$ cat config.mk
export PLATFORM = sky130hd
export DESIGN_NAME = cgr_bank
export DESIGN_NICKNAME = d
export VERILOG_FILES = /design/src/design/cgr_pkg.sv /design/src/design/cgr_port_dec.sv /design/src/design/cgr_rst_ctl.sv /design/src/design/cgr_bank.sv
export SDC_FILE = /design/constraint.sdc
export NUM_CORES = 1
export LEC_CHECK = 0
export BUFFER_PORTS_ARGS = -buffer_cell sky130_fd_sc_hd__buf_4
export CAP_MARGIN = 5
export CORE_ASPECT_RATIO = 1.1
export CORE_UTILIZATION = 59
export CTS_CLUSTER_DIAMETER = 60
export DETAILED_ROUTE_END_ITERATION = 6
export PLACE_DENSITY = 0.9
export SYNTH_ARGS = -nofsm -noshare
export SYNTH_HDL_FRONTEND = slang
export SYNTH_SLANG_ARGS = --single-unit
export TNS_END_PERCENT = 1
$ cat constraint.sdc
create_clock -name clk_in -period 7.2 [get_ports clk_in]
set_input_delay 1.44 -clock clk_in [delete_from_list [all_inputs] [get_ports clk_in]]
set_output_delay 1.44 -clock clk_in [all_outputs]
set_load 0.03 [all_outputs]
$ cat src/design/cgr_pkg.sv
package cgr_pkg;

  // Global register indices, plus the device activate index
  localparam logic [7:0] IDX_CFG_CTRL    = 8'h02;
  localparam logic [7:0] IDX_LDEV_SEL    = 8'h07;
  localparam logic [7:0] IDX_DEV_ID      = 8'h20;
  localparam logic [7:0] IDX_DEV_REV     = 8'h21;
  localparam logic [7:0] IDX_PWR         = 8'h22;
  localparam logic [7:0] IDX_RSV         = 8'h23;
  localparam logic [7:0] IDX_OSC         = 8'h24;
  localparam logic [7:0] IDX_ADDR_LO     = 8'h26;
  localparam logic [7:0] IDX_ADDR_HI     = 8'h27;
  localparam logic [7:0] IDX_GLOBAL_LAST = 8'h2F;
  localparam logic [7:0] IDX_ACTIVATE    = 8'h30;

  // Field positions
  localparam int SOFT_RST_BIT    = 0;
  localparam int PWR_FDC_BIT     = 0;
  localparam int PWR_PAR_BIT     = 3;
  localparam int PWR_SER1_BIT    = 4;
  localparam int PWR_SER2_BIT    = 5;
  localparam int OSC_PLL_OFF_BIT = 1;
  localparam int OSC_CLK_LSB     = 2;
  localparam int OSC_ADDR16_BIT  = 6;
  localparam int ACTIVATE_BIT    = 0;

  // Writable bit masks; other bits read zero
  localparam logic [7:0] PWR_WR_MASK     = 8'h39;
  localparam logic [7:0] OSC_WR_MASK     = 8'h4E;
  localparam logic [7:0] ADDR_LO_MASK    = 8'hFE;
  localparam logic [1:0] OSC_STOP_CODE   = 2'h3;

  // Values after reset
  localparam logic [7:0]  LDEV_RST       = 8'h00;
  localparam logic [7:0]  PWR_RST        = 8'h00;
  localparam logic [7:0]  RSV_RST        = 8'h00;
  localparam logic [7:0]  OSC_RST        = 8'h44;
  localparam logic [7:0]  IDX_RST        = 8'h00;
  localparam logic [15:0] ADDR_BOOT_RST  = 16'h002E;

  // Strap-selected configuration port addresses
  localparam logic [15:0] ADDR_STRAP_00  = 16'h162E;
  localparam logic [15:0] ADDR_STRAP_01  = 16'h164E;
  localparam logic [15:0] ADDR_STRAP_10  = 16'h002E;
  localparam logic [15:0] ADDR_STRAP_11  = 16'h004E;

  // Port qualification
  localparam logic [15:0] QUAL12_MASK    = 16'h0FFF;
  localparam logic [15:0] QUAL16_MASK    = 16'hFFFF;
  localparam logic [15:0] DATA_PORT_OFS  = 16'h0001;

endpackage

$ cat src/design/cgr_port_dec.sv
`timescale 1ns/1ps
`default_nettype none
module cgr_port_dec
  import cgr_pkg::*;
(
  // Host cycle address
  input  wire logic [15:0] addr_in,
  // Current configuration port base and qualification width
  input  wire logic [15:0] base_in,
  input  wire logic        qual16_in,
  // Port hits
  output logic             idx_hit_out,
  output logic             dat_hit_out
);

  // Compare only the qualified address bits
  function automatic logic port_match(input logic [15:0] addr,
                                      input logic [15:0] port,
                                      input logic        q16);
    logic [15:0] mask;
    mask = q16 ? QUAL16_MASK : QUAL12_MASK;
    return ((addr ^ port) & mask) == 16'h0000;
  endfunction

  logic [15:0] data_port;  // Data port sits one above index port

  assign data_port   = 16'(base_in + DATA_PORT_OFS);
  assign idx_hit_out = port_match(addr_in, base_in, qual16_in);   // [RL15]
  assign dat_hit_out = port_match(addr_in, data_port, qual16_in); // [RL15]

endmodule
`default_nettype wire

$ cat src/design/cgr_rst_ctl.sv
`timescale 1ns/1ps
`default_nettype none
module cgr_rst_ctl
  import cgr_pkg::*;
(
  // Clock and main power-on reset
  input  wire logic        clk_in,
  input  wire logic        rst_b_in,
  // Other reset sources
  input  wire logic        bus_rst_in,
  input  wire logic        standby_por_in,
  input  wire logic        soft_req_in,
  // Strap
  input  wire logic [1:0]  sysopt_in,
  // Reset controls to the bank
  output logic             hard_clr_out,
  output logic             soft_pulse_out,
  output logic             addr_load_out,
  output logic [15:0]      strap_addr_out
);

  logic boot_done_reg;  // Low until first cycle after release
  logic soft_reg;       // Self-clearing soft reset

  // Strap cannot be sampled under async reset, so load after release
  always_ff @(posedge clk_in or negedge rst_b_in) begin
    if (!rst_b_in) begin
      boot_done_reg <= 1'b0;
    end else begin
      boot_done_reg <= 1'b1;
    end
  end

  // Soft reset lasts one cycle and clears itself
  always_ff @(posedge clk_in or negedge rst_b_in) begin
    if (!rst_b_in) begin
      soft_reg <= 1'b0;
    end else begin
      soft_reg <= soft_req_in;  // [RL6]
    end
  end

  // Strap decode to configuration port default
  always_comb begin
    case (sysopt_in)
      2'h0:    strap_addr_out = ADDR_STRAP_00;  // [RL22]
      2'h1:    strap_addr_out = ADDR_STRAP_01;  // [RL22]
      2'h2:    strap_addr_out = ADDR_STRAP_10;  // [RL22]
      default: strap_addr_out = ADDR_STRAP_11;  // [RL22]
    endcase
  end

  assign hard_clr_out   = bus_rst_in | standby_por_in;
  assign soft_pulse_out = soft_reg;
  // Address reload only on bus reset or main power-on
  assign addr_load_out  = !boot_done_reg | bus_rst_in;  // [RL21]

endmodule
`default_nettype wire

$ cat src/design/cgr_bank.sv
`timescale 1ns/1ps
`default_nettype none
// What this block does
// [RL1] Global registers occupy indices 0x00 to 0x2F
// [RL2] Index port decodes all eight bits
// [RL3] Unimplemented indices and bits read zero
// [RL4] Data port reaches the currently indexed register
// [RL5] Ports respond only in configuration mode
// [RL6] Bit0 of 0x02 fires self-clearing soft reset
// [RL7] Selector at 0x07 picks logical device bank
// [RL8] Activate write touches selected device only
// [RL9] Index 0x20 returns fixed device code
// [RL10] Index 0x21 returns fixed revision, read-only
// [RL11] Power enables for floppy, parallel, two serials
// [RL12] Host should not write index 0x23
// [RL13] Oscillator bit1 set turns PLL off
// [RL14] Clock code 11 stops oscillator, baud clock
// [RL15] Bit6 picks 12 or 16 bit qualification
// [RL16] Host should set 16-bit qualification
// [RL17] Oscillator register resets to 0x44
// [RL18] Address byte 0 holds bits 7:1, even
// [RL19] Address byte 1 holds bits 15:8
// [RL20] Port moves when address byte 1 written
// [RL21] Port address reset only by bus, main POR
// [RL22] Strap picks one of four default addresses
module cgr_bank
  import cgr_pkg::*;
#(
  parameter int         NUM_LDEV    = 16,
  parameter logic [7:0] DEV_ID_VAL  = 8'hA5,  // Arbitrary value
  parameter logic [7:0] DEV_REV_VAL = 8'h01   // Arbitrary value
)(
  // Clock and main power-on reset
  input  wire logic                clk_in,
  input  wire logic                rst_b_in,
  // Other reset sources and strap
  input  wire logic                bus_rst_in,
  input  wire logic                standby_por_in,
  input  wire logic [1:0]          sysopt_in,
  // Configuration mode from entry logic
  input  wire logic                cfg_mode_in,
  // Host I/O cycles
  input  wire logic [15:0]         io_addr_in,
  input  wire logic                io_wr_in,
  input  wire logic                io_rd_in,
  input  wire logic [7:0]          io_wdata_in,
  output logic [7:0]               io_rdata_out,
  output logic                     io_rdata_valid_out,
  // Logical device control
  output logic [7:0]               ldev_select_out,
  output logic [NUM_LDEV-1:0]      ldev_active_out,
  output logic                     soft_reset_out,
  // Power enables
  output logic                     floppy_ctrl_power_out,
  output logic                     par_port_power_out,
  output logic                     ser1_power_out,
  output logic                     ser2_power_out,
  // Clock and qualification control
  output logic                     pll_off_out,
  output logic                     osc_stop_out,
  output logic                     baud_rate_clock_en_out,
  output logic                     addr16_qual_out,
  // Current configuration port base
  output logic [15:0]              cfg_base_out
);

  localparam int LDEV_W = (NUM_LDEV > 1) ? $clog2(NUM_LDEV) : 1;

  logic [7:0]          idx_reg;       // Current index
  logic [7:0]          ldev_reg;      // Logical device selector
  logic [7:0]          pwr_reg;       // Power enables
  logic [7:0]          rsv_reg;       // Reserved read/write byte
  logic [7:0]          osc_reg;       // Oscillator control
  logic [7:0]          addr_lo_reg;   // Address byte 0
  logic [7:0]          addr_hi_reg;   // Address byte 1
  logic [15:0]         base_reg;      // Live port base
  logic [NUM_LDEV-1:0] active_reg;    // Activate bit per device
  logic                osc_stop_reg;  // Decoded stop
  logic                baud_en_reg;   // Decoded baud enable
  logic [7:0]          rdata_reg;     // Read answer
  logic                rvalid_reg;    // Read answer strobe
  logic [7:0]          rd_val;        // Data port read mux
  logic                idx_hit;
  logic                dat_hit;
  logic                wr_idx;
  logic                wr_dat;
  logic                rd_any;
  logic                hard_clr;
  logic                soft_pulse;
  logic                addr_load;
  logic [15:0]         strap_addr;
  logic                sel_ok;        // Selector names a real device
  logic [LDEV_W-1:0]   sel;

  // True when the data port write targets index i
  function automatic logic wr_to(input logic       wr,
                                 input logic [7:0] cur,
                                 input logic [7:0] i);
    return wr && (cur == i);
  endfunction

  cgr_port_dec u_dec (
    .addr_in     (io_addr_in),
    .base_in     (base_reg),
    .qual16_in   (osc_reg[OSC_ADDR16_BIT]),
    .idx_hit_out (idx_hit),
    .dat_hit_out (dat_hit)
  );

  cgr_rst_ctl u_rst (
    .clk_in         (clk_in),
    .rst_b_in       (rst_b_in),
    .bus_rst_in     (bus_rst_in),
    .standby_por_in (standby_por_in),
    .soft_req_in    (wr_to(wr_dat, idx_reg, IDX_CFG_CTRL)
                     && io_wdata_in[SOFT_RST_BIT]),  // [RL6]
    .sysopt_in      (sysopt_in),
    .hard_clr_out   (hard_clr),
    .soft_pulse_out (soft_pulse),
    .addr_load_out  (addr_load),
    .strap_addr_out (strap_addr)
  );

  // Accesses outside configuration mode are dropped
  assign wr_idx = cfg_mode_in && io_wr_in && idx_hit;  // [RL5]
  assign wr_dat = cfg_mode_in && io_wr_in && dat_hit;  // [RL5]
  assign rd_any = cfg_mode_in && io_rd_in && (idx_hit || dat_hit);
  assign sel_ok = ldev_reg < 8'(NUM_LDEV);
  assign sel    = ldev_reg[LDEV_W-1:0];

  // Index register keeps all eight bits, no aliasing
  always_ff @(posedge clk_in or negedge rst_b_in) begin
    if (!rst_b_in) begin
      idx_reg <= IDX_RST;
    end else if (wr_idx) begin
      idx_reg <= io_wdata_in;  // [RL2] [RL4]
    end
  end

  // Logical device selector, cleared by every reset
  always_ff @(posedge clk_in or negedge rst_b_in) begin
    if (!rst_b_in) begin
      ldev_reg <= LDEV_RST;
    end else if (hard_clr || soft_pulse) begin
      ldev_reg <= LDEV_RST;
    end else if (wr_to(wr_dat, idx_reg, IDX_LDEV_SEL)) begin
      ldev_reg <= io_wdata_in;  // [RL7]
    end
  end

  // Power enables, reserved bits never stored
  always_ff @(posedge clk_in or negedge rst_b_in) begin
    if (!rst_b_in) begin
      pwr_reg <= PWR_RST;
    end else if (hard_clr || soft_pulse) begin
      pwr_reg <= PWR_RST;
    end else if (wr_to(wr_dat, idx_reg, IDX_PWR)) begin
      pwr_reg <= io_wdata_in & PWR_WR_MASK;  // [RL11] [RL3]
    end
  end

  // Reserved byte stores anything; soft reset leaves it
  always_ff @(posedge clk_in or negedge rst_b_in) begin
    if (!rst_b_in) begin
      rsv_reg <= RSV_RST;
    end else if (hard_clr) begin
      rsv_reg <= RSV_RST;
    end else if (wr_to(wr_dat, idx_reg, IDX_RSV)) begin
      rsv_reg <= io_wdata_in;
    end
  end

  // Oscillator control; soft reset leaves it
  always_ff @(posedge clk_in or negedge rst_b_in) begin
    if (!rst_b_in) begin
      osc_reg <= OSC_RST;  // [RL17]
    end else if (hard_clr) begin
      osc_reg <= OSC_RST;  // [RL17]
    end else if (wr_to(wr_dat, idx_reg, IDX_OSC)) begin
      osc_reg <= io_wdata_in & OSC_WR_MASK;  // [RL13] [RL15] [RL3]
    end
  end

  // Clock code decode, registered so outputs come from flops
  always_ff @(posedge clk_in or negedge rst_b_in) begin
    if (!rst_b_in) begin
      osc_stop_reg <= 1'b0;
      baud_en_reg  <= 1'b1;
    end else begin
      osc_stop_reg <= osc_reg[OSC_CLK_LSB+:2] == OSC_STOP_CODE;  // [RL14]
      baud_en_reg  <= osc_reg[OSC_CLK_LSB+:2] != OSC_STOP_CODE;  // [RL14]
    end
  end

  // Address bytes; standby power-on and soft reset leave them
  always_ff @(posedge clk_in or negedge rst_b_in) begin
    if (!rst_b_in) begin
      addr_lo_reg <= ADDR_BOOT_RST[7:0];
      addr_hi_reg <= ADDR_BOOT_RST[15:8];
    end else if (addr_load) begin
      addr_lo_reg <= strap_addr[7:0];   // [RL21] [RL22]
      addr_hi_reg <= strap_addr[15:8];  // [RL21] [RL22]
    end else if (wr_to(wr_dat, idx_reg, IDX_ADDR_LO)) begin
      addr_lo_reg <= io_wdata_in & ADDR_LO_MASK;  // [RL18]
    end else if (wr_to(wr_dat, idx_reg, IDX_ADDR_HI)) begin
      addr_hi_reg <= io_wdata_in;  // [RL19]
    end
  end

  // Live base moves only on the high byte, so a half-written
  // address never moves the port under the host
  always_ff @(posedge clk_in or negedge rst_b_in) begin
    if (!rst_b_in) begin
      base_reg <= ADDR_BOOT_RST;
    end else if (addr_load) begin
      base_reg <= strap_addr;  // [RL21]
    end else if (wr_to(wr_dat, idx_reg, IDX_ADDR_HI)) begin
      base_reg <= {io_wdata_in, addr_lo_reg};  // [RL20]
    end
  end

  // One activate bit per logical device
  for (genvar d = 0; d < NUM_LDEV; d++) begin : g_act
    always_ff @(posedge clk_in or negedge rst_b_in) begin
      if (!rst_b_in) begin
        active_reg[d] <= 1'b0;
      end else if (hard_clr || soft_pulse) begin
        active_reg[d] <= 1'b0;
      end else if (wr_to(wr_dat, idx_reg, IDX_ACTIVATE) && sel_ok
                   && (sel == LDEV_W'(d))) begin
        active_reg[d] <= io_wdata_in[ACTIVATE_BIT];  // [RL8]
      end
    end
  end

  // Data port read mux; anything unlisted reads zero
  always_comb begin
    rd_val = 8'h00;  // [RL1] [RL3]
    if (idx_reg == IDX_LDEV_SEL) begin
      rd_val = ldev_reg;
    end else if (idx_reg == IDX_DEV_ID) begin
      rd_val = DEV_ID_VAL;  // [RL9]
    end else if (idx_reg == IDX_DEV_REV) begin
      rd_val = DEV_REV_VAL;  // [RL10]
    end else if (idx_reg == IDX_PWR) begin
      rd_val = pwr_reg;
    end else if (idx_reg == IDX_RSV) begin
      rd_val = rsv_reg;
    end else if (idx_reg == IDX_OSC) begin
      rd_val = osc_reg;
    end else if (idx_reg == IDX_ADDR_LO) begin
      rd_val = addr_lo_reg;
    end else if (idx_reg == IDX_ADDR_HI) begin
      rd_val = addr_hi_reg;
    end else if (idx_reg == IDX_ACTIVATE && sel_ok) begin
      rd_val = {7'h00, active_reg[sel]};
    end
  end

  // Read answer one cycle after the strobe, held until next read
  always_ff @(posedge clk_in or negedge rst_b_in) begin
    if (!rst_b_in) begin
      rdata_reg  <= 8'h00;
      rvalid_reg <= 1'b0;
    end else begin
      rvalid_reg <= rd_any;  // [RL5]
      if (rd_any) begin
        rdata_reg <= idx_hit ? idx_reg : rd_val;  // [RL4]
      end
    end
  end

  assign io_rdata_out           = rdata_reg;
  assign io_rdata_valid_out     = rvalid_reg;
  assign ldev_select_out        = ldev_reg;
  assign ldev_active_out        = active_reg;
  assign soft_reset_out         = soft_pulse;
  assign floppy_ctrl_power_out  = pwr_reg[PWR_FDC_BIT];
  assign par_port_power_out     = pwr_reg[PWR_PAR_BIT];
  assign ser1_power_out         = pwr_reg[PWR_SER1_BIT];
  assign ser2_power_out         = pwr_reg[PWR_SER2_BIT];
  assign pll_off_out            = osc_reg[OSC_PLL_OFF_BIT];
  assign osc_stop_out           = osc_stop_reg;
  assign baud_rate_clock_en_out = baud_en_reg;
  assign addr16_qual_out        = osc_reg[OSC_ADDR16_BIT];
  assign cfg_base_out           = base_reg;
endmodule
`default_nettype wire

== Yosys cells after proc, flatten, opt, wreduce, memory -nomap -nowiden ==
Index checks and enable logic that the tools add are counted.

* Add/sub/neg operators: 1
* Divide/modulo/power cells: 0
* Order comparisons: 2
* Bitwise gates (word level): 6
* Shift-type cells: 0
* Mux-type cells: 61
* Equal/unequal tests: 30
* Reduce and logical (&&, ||, !) cells: 62
* Multiply operators: 0

{| class="wikitable"
|+ Operators by type and width
! cell !! count
|-
| two-way mux 8 bit || 22
|-
| == test 8 x 6 -> 1 bit, second input constant || 8
|-
| two-way mux 16 bit || 3
|-
| nonzero test 2 bit || 22
|-
| case mux 13 bit (3 select lines) || 1
|-
| two-way mux 1 bit || 34
|-
| bitwise AND 16 bit || 2
|-
| == test 4 bit, second input constant || 8
|-
| logical AND 1 bit || 32
|-
| zero test 16 bit || 2
|-
| XOR 16 bit || 2
|-
| adder 16 x 1 -> 16 bit, second input constant || 1
|-
| == test 4 x 3 -> 1 bit, second input constant || 4
|-
| == test 4 x 2 -> 1 bit, second input constant || 2
|-
| == test 8 x 2 -> 1 bit, second input constant || 1
|-
| == test 8 x 3 -> 1 bit, second input constant || 1
|-
| < comparator 8 x 5 -> 1 bit, second input constant || 1
|-
| < comparator 4 x 5 -> 1 bit, second input constant || 1
|-
| binary-select mux 1 bit (select 4 bit) || 1
|-
| == test 2 bit, second input constant || 2
|-
| == test 4 x 1 -> 1 bit, second input constant || 1
|-
| zero test 4 bit || 1
|-
| inequality test 2 bit, second input constant || 2
|-
| == test 2 x 1 -> 1 bit, second input constant || 1
|-
| 5 further kinds || 7
|}

* Memories kept: 0
* Input port bits: 33
* Output and inout port bits: 58
* Bits in writable memories: 0
* ROM bits: 0
* Register bits after elaboration: 101
* Bits in latches: 0
* Word-level logic and storage cells: 192

== Logic depth before layout (Yosys ltp) ==
Gate-level depths: netlist of run 1.

* Depth after elaboration: 12
* Depth in mapped cells: 8
* Depth with buffers taken out: 6

== Cells and area by module ==
A second synthesis of run 1 with hierarchy kept.

* Cells, all modules: 578
* Area total of the unflattened synthesis: 5418.9 µm²

{| class="wikitable"
|+ By module, submodules not included
! module !! area each (µm²) !! instances !! cells each !! sequential area each (µm²)
|-
| cgr_bank || 4635.7 || 1 || 471 || 2290.9
|-
| cgr_port_dec || 604.3 || 1 || 85 || 0.0
|-
| cgr_rst_ctl || 178.9 || 1 || 22 || 50.0
|}

== Least setup slack after synthesis of run 1 ==
OpenSTA, ideal clock, no wires.

* Path type: input -> register
* Start: in io_addr_in[4]
* End: reg active_reg[12] (netlist: ldev_active_out[12])
* Arrival: 3.238 ns
* Data required time: 7.064 ns
* Library setup time: 0.136 ns
* Slack: 3.825 ns
* Stages on the path: 8
* Path buffers: 2
* Cells stage by stage: xor2_1 nor4_2 nand4_4 or3_1 buf_2 buf_6 o41ai_1 a21oi_1

* Word-level cells in the longest chain between the ends: 8

{| class="wikitable"
|+ RTL lines
! element !! line !! RTL
|-
| from (decl) || cgr_bank.sv:43 || <nowiki>input wire logic [15:0] io_addr_in,</nowiki>
|-
| XOR 16 bit || cgr_port_dec.sv:22 || <nowiki>return ((addr ^ port) & mask) == 16'h0000;</nowiki>
|-
| bitwise AND 16 bit || cgr_port_dec.sv:22 ||
|-
| zero test 16 bit || cgr_port_dec.sv:22 ||
|-
| logical AND 1 bit || cgr_bank.sv:126 || <nowiki>assign wr_dat = cfg_mode_in && io_wr_in && dat_hit;</nowiki>
|-
| logical AND 1 bit || cgr_bank.sv:99 || <nowiki>return wr && (cur == i);</nowiki>
|-
| logical AND 1 bit || cgr_bank.sv:229 || <nowiki>end else if (wr_to(wr_dat, idx_reg, IDX_ACTIVATE) && sel_ok</nowiki>
|-
| logical AND 1 bit || cgr_bank.sv:230 || <nowiki>&& (sel == LDEV_W'(d))) begin</nowiki>
|-
| nonzero test 2 bit (no source line) || -- ||
|-
| to (signal, indexed assignment) || cgr_bank.sv:231 || <nowiki>active_reg[d] <= io_wdata_in[ACTIVATE_BIT];</nowiki>
|-
| to (decl) || cgr_bank.sv:77 || <nowiki>logic [NUM_LDEV-1:0] active_reg;</nowiki>
|}

No other way between the ends.
A chain may end at the register's enable or synchronous reset.

== Worst setup path in the final report of run 1 ==
* Start: in io_addr_in[15]
* End: reg active_reg[5] (netlist: ldev_active_out[5])

The elaborated chain is that of the path after synthesis.

==> results of run 1 <==
==> cell type report <==
class,instances,area (um^2),area share [%]
timing repair buffer,91,681,11.7
tap,108,135,2.32
sequential,91,2290,39.4
clock inverter,6,114,1.96
multi-input combinational,366,2450,42.1
inverter,6,22.5,0.387
clock buffer,10,128,2.19
==> logic make-up (layout without fill, tap and decap cells) <==
| group | count (synthesis) | in the layout | share of synthesized area [%] |
|---|---|---|---|
| AO/OA/AOI/OAI | 113 | 113 | 15.8 |
| multiplexers | 43 | 43 | 9.74 |
| XOR/XNOR | 15 | 15 | 2.66 |
| AND/OR/NAND/NOR | 193 | 193 | 21.2 |
| other | 2 | 2 | 0.152 |
| flip-flops | 91 | 91 | 46.4 |
| buffers and inverters | 45 | 113 | 4.01 |
==> metal layers <==
| metal | part of all wire [%] | track usage (%) | vias up | routed length (um) |
|---|---|---|---|---|
| li1 | - | - | 1959 | - |
| met1 | 40 | 47.5 | 2153 | 5670 |
| met2 | 48 | 52.7 | 281 | 6840 |
| met3 | 9.1 | 6.26 | 28 | 1290 |
| met4 | 2.6 | 12.9 | 0 | 365 |
| met5 | 0 | 0 | - | 0 |
==> worst register-to-register path: stages (launching register included) <==
cell and delay, ns:
dfrtp_1 0.71, or4b_2 0.82, nand3b_1 0.77, o41ai_1 0.64
a21oi_1 0.13
==> layout by cell type (no fill, tap or decap), types with 5 or more instances in the layout <==
master / Yosys / routed
nor2b_1: 5 / 5
a21oi_1: 36 / 36
nor3_1: 23 / 23
dfstp_2: 11 / 11
inv_1: 6 / 6
nand3_1: 23 / 23
clkbuf_8: 0 / 9
xor2_1: 12 / 12
nor4_1: 7 / 7
o21ai_0: 19 / 19
nand2_1: 47 / 47
nor2_1: 41 / 41
mux2_2: 10 / 10
o41ai_1: 12 / 12
mux2i_1: 30 / 30
or3_1: 6 / 6
a22o_1: 11 / 11
dfrtp_1: 80 / 80
nand2b_1: 6 / 6
buf_4: 1 / 90
or2_2: 5 / 5
==> power by group <==
group	total [uW]	leakage [uW]	switching [uW]	internal (uW)
clock network	419	0.000113	188	231
registers	524	0.00121	5.83	518
logic	74.0	0.00121	48.8	25.2
total	1020	0.00254	242	775
==> through the flow <==
stage               util [%]  area, um^2  power [uW]
floorplan                  -        4930         565
global placement        69.6        5570         605
CTS                     72.7        5810        1020
finish                  72.7        5820        1020
detailed placement      69.6        5570         608
global route            72.7        5820        1040
==> worst paths after layout <==
check                      cells after the start           start                     end  slack [ns]
setup / recovery                               7  io_addr_in[15]      ldev_active_out[5]        3.27
hold / removal                                 1      osc_reg[3]  baud_rate_clock_en_out        0.49
setup reg to reg                               4      idx_reg[0]      ldev_active_out[5]        3.96
hold reg to reg                                1      osc_reg[3]  baud_rate_clock_en_out        0.49
max in group asynchronous                      1        rst_b_in    u_rst.soft_pulse_out        5.19
min in group asynchronous                      1        rst_b_in        cfg_base_out[10]        1.29
==> run summary, run 1 <==
Status: completed
Worst setup margin: 3.27 ns
Post_cts resized: 0
Cell variety after synth: 63
Synth area leaders: dfrtp_1 41%, mux2i_1 6.1%, dfstp_2 5.9%, a21oi_1 3.7%, nand2_1 3.6%
Post-synth EDFFs: 0
# hold bufs at CTS: 0
Clk root buf: clkbuf_8
Area leader, netlist: dfrtp_1
Core outline area: 8000 um^2
Hold Crit Class: reg2reg
Post-Synthesis Cells: 502
Fin. max-slew vios: 0
Global-route wire length before repair: 22,300 um
Yosys warning count: 0
Post CTS Setup Buffer Count: 0
Antenna violations before repair: 0
ANT nets after route: 0
Max incr delay on CP: 0.90 ns
RSZ-0062 raised after global routing: no
Main synth FF type: dfrtp_1
Fill cells: 608
Setup_tns: 0 ns
Mapped Nets: 535
Die area: 8730 um^2
DRC Markers: 0
Worst Path Max Fanout: 22
Buf/Inv on CP: 1
Async SR Flop Fraction: 100%
Lkg Pwr: 0.00254 uW
PD cells: 175 nW/um^2
Worst path slowest cell: or3_1
Largest net degree at the start of global routing: 92
Layout Cells excl Fill: 678
CTS sink cnt: 91
Fin crit share: 54.6%
Wire per inst: 20.9 um
Number of buffers created by CTS: 9
Max reg flops: 16
Final setup vio count: 0
Reg clk slew, reported paths: 0.09 ns
Gpl congestion: 0.929
Relative slew slack: 25.0%
Clock Latency Late Sink: 0.36 ns
Area grow syn2layout: 17.9%
Seq/Total Area, Yosys: 46.4%
Hold Slack: 0.485 ns
All-Layer GR Usage: 34.0%
Die Span Y: 97.9 um
Final hold violations: 0
Tightest Pin Transition: 1.13 ns
Most used cell, CP: o41ai_1
Drt initial violations: 343
Vias in the first global route: 4,223
Critical Path Sink Type: register
Tmin final: 3.93 ns
CTS tree: yes
Maximum Capacitance Violations: 0
Via count: 4,421
Diodes inserted: 0
GRT Residual Overflow: 0
Starting Density: 61.7%
H-Tree Depth: 3
Post-DP HPWL: 9990 um
Required @ worst endpoint: 7.40 ns
Std cell rows: 34
Routed wire length: 14,200 um
Crit path DAT: 4.13 ns
Count leader, synth: dfrtp_1
Max Buffers Root-to-Sink: 2
CP delay by family, top: simple AND/OR/NAND/NOR gates
FMAX: 254 MHz
Nets: 598
Die X: 89.2 um
Drt first pass iters: 5
Placed cells: 661
Port-buffer cells: 89
Crit Path Category: in2reg
Worst path cell trace: buf_4 -> xor2_1 -> o41ai_1 -> nand2_1 -> or3_1 -> o41ai_1 -> a21oi_1
Top-area cell type share of the netlist area: 40.6%
Worst vdd ir: 115 uV
Synth cell count leaders: 80 x dfrtp_1, 47 x nand2_1, 41 x nor2_1
Avg Cell Area, Syn: 9.83 um^2
Layout Skew: 0.0144 ns
CP startpoint kind: input port
Avg Vias per Cell: 6.52
IO Pins: 91
#FFs+latches synth: 91
Pre-CTS WS: 2.88 ns
Ratio of cells with drive above 1 in the final layout: 26.1%
Syn Std Cell Area: 4930 um^2
Note: power is estimated with default switching activity, not from simulation.
==> inputs of run 2 (changes only) <==
CORE_UTILIZATION = 56   (was 59)
PLACE_DENSITY = 0.86   (was 0.9)
clock period = 3.9 ns   (was 7.2 ns; I/O delays follow)
==> run summary, run 2 (synthesized netlist as in run 1, its figures left out) <==
Status: completed (unchanged)
H-Tree Depth: 3 (unchanged)
Global-route wire length before repair: 22,200 um (was 22,300 um)
Relative slew slack: 25.4% (was 25.0%)
Layout Cells excl Fill: 687 (was 678)
Max Buffers Root-to-Sink: 2 (unchanged)
Post-DP HPWL: 10,100 um (was 9990 um)
IO Pins: 91 (unchanged)
DRC Markers: 0 (unchanged)
PD cells: 297 nW/um^2 (was 175 nW/um^2)
Ratio of cells with drive above 1 in the final layout: 27.1% (was 26.1%)
Placed cells: 671 (was 661)
Antenna violations before repair: 0 (unchanged)
Die Span Y: 100 um (was 97.9 um)
Clock Latency Late Sink: 0.36 ns (about the same)
Max reg flops: 16 (unchanged)
Fin crit share: 72.5%
Fill cells: 643 (was 608)
Post CTS Setup Buffer Count: 0 (unchanged)
Largest net degree at the start of global routing: 92 (unchanged)
Vias in the first global route: 4,128 (was 4,223)
FF+latch area: 2290 um^2 (unchanged)
Crit path DAT: 3.11 ns (was 4.13 ns)
Worst path slowest cell: dfrtp_1 (was or3_1)
Core outline area: 8450 um^2 (was 8000 um^2)
Std cell rows: 35 (was 34)
Clk root buf: clkbuf_8 (unchanged)
Lkg Pwr: 0.00255 uW (was 0.00254 uW)
All-Layer GR Usage: 31.5% (was 34.0%)
Worst vdd ir: 177 uV (was 115 uV)
Maximum Capacitance Violations: 0 (unchanged)
Nets: 604 (was 598)
RSZ-0062 raised after global routing: no (unchanged)
Worst path cell trace: nor2_1 -> nand4b_1 -> or4b_2 -> nor4_1 -> mux2i_1 (was buf_4 -> xor2_1 -> o41ai_1 -> nand2_1 -> or3_1 -> o41ai_1 -> a21oi_1)
Post_cts resized: 0 (unchanged)
FMAX: 354 MHz
CP startpoint kind: register (was input port)
Tightest Pin Transition: 1.12 ns (was 1.13 ns)
CP delay by family, top: simple AND/OR/NAND/NOR gates (unchanged)
Total power draw: 1730 uW (was 1020 uW)
Diodes inserted: 0 (unchanged)
Starting Density: 58.4% (was 61.7%)
Crit Path Category: reg2reg (was in2reg)
Avg Vias per Cell: 6.40 (was 6.52)
Max incr delay on CP: 0.69 ns (was 0.90 ns)
CTS tree: yes (unchanged)
Via count: 4,400 (was 4,421)
Footprint of the multi-input gates: 2450 um^2 (unchanged)
Critical Path Sink Type: register (unchanged)
Die X: 91.5 um (was 89.2 um)
Worst Path Max Fanout: 24 (was 22)
Buf/Inv on CP: 0 (was 1)
CTS sink cnt: 91 (unchanged)
Hold Crit Class: reg2reg (unchanged)
# hold bufs at CTS: 0 (unchanged)
Fin. max-slew vios: 0 (unchanged)
Reg clk slew, reported paths: 0.09 ns (about the same)
ANT nets after route: 0 (unchanged)
Layout Skew: 0.0158 ns (was 0.0144 ns)
Routed wire length: 13,900 um (was 14,200 um)
Required @ worst endpoint: 4.18 ns (was 7.40 ns)
Gpl congestion: 0.974 (was 0.929)
Setup_tns: 0 ns (unchanged)
Drt initial violations: 427 (was 343)
Number of buffers created by CTS: 9 (unchanged)
Port-buffer cells: 89 (unchanged)
Commonest non-fill, non-tap cell in the layout: buf_4 (unchanged)
Area grow syn2layout: 17.9% (about the same)
Die area: 9190 um^2 (was 8730 um^2)
Tmin final: 2.83 ns
Drt first pass iters: 5 (unchanged)
Most frequent cells in the layout: 97 x buf_4, 80 x dfrtp_1, 47 x nand2_1 (was 90 x buf_4, 80 x dfrtp_1, 47 x nand2_1)
Final hold violations: 0 (unchanged)
GRT Residual Overflow: 0 (unchanged)
Final setup vio count: 0 (unchanged)
Wire per inst: 20.3 um (was 20.9 um)
[run 2: worst paths after layout]
kind / start / to / slack (ns) / depth (start not counted)
worst max-delay path: idx_reg[0] / ldev_active_out[6] / 1.07 / 5
worst min-delay path: io_rdata_out[5] / io_rdata_out[5] / 0.48 / 2
worst max register to register: idx_reg[0] / ldev_active_out[6] / 1.07 / 5
min in group asynchronous: rst_b_in / osc_reg[3] / 0.61 / 1
worst min register to register: io_rdata_out[5] / io_rdata_out[5] / 0.48 / 2
max in group asynchronous: rst_b_in / ldev_select_out[2] / 2.55 / 1
[run 2: metal layers]
metal	vias to the layer above	global-route usage [%]	routed length [um]
met1	2146	45.8	6040
met2	246	49.0	6570
met3	36	3.39	939
met5	-	0	0
li1	1972	-	-
met4	0	12.2	372
[run 2: power by group]
part	leakage [uW]	internal, uW	switching, uW
clock	0.0000954	248	372
combinational	0.00124	47.4	90.2
sequential	0.00121	957	11.0
total	0.00255	1250	474
[run 2: worst register-to-register path: cells and delay by family (launching register included)]
family / cells / cell delay (ns)
mux: 1 / 0.25
simple gates: 4 / 1.82
flops: 1 / 0.69
[run 2: area by class of cell]
| type | count | area share, % |
|---|---|---|
| timing repair buffer | 97 | 12.5 |
| inverter | 6 | 0.387 |
| clock inverter | 7 | 1.16 |
| multi-input combinational | 366 | 42.0 |
| sequential | 91 | 39.4 |
| clock buffer | 9 | 2.13 |
| tap | 111 | 2.39 |
[run 2: per-stage QoR]
step / cell area (um^2) / hold WS (ns) / utilization, % / worst slack (ns)
final: 5820 / 0.483 / 68.8 / 1.07
after global routing: 5820 / 0.516 / 68.8 / 0.984
after CTS: 5820 / 0.493 / 68.8 / 1.11
after detailed placement: 5630 / 0.473 / 66.6 / 0.733
after global placement: 5630 / 0.456 / 66.6 / 0.894
after floorplan: 4930 / 0.409 / - / 1.19
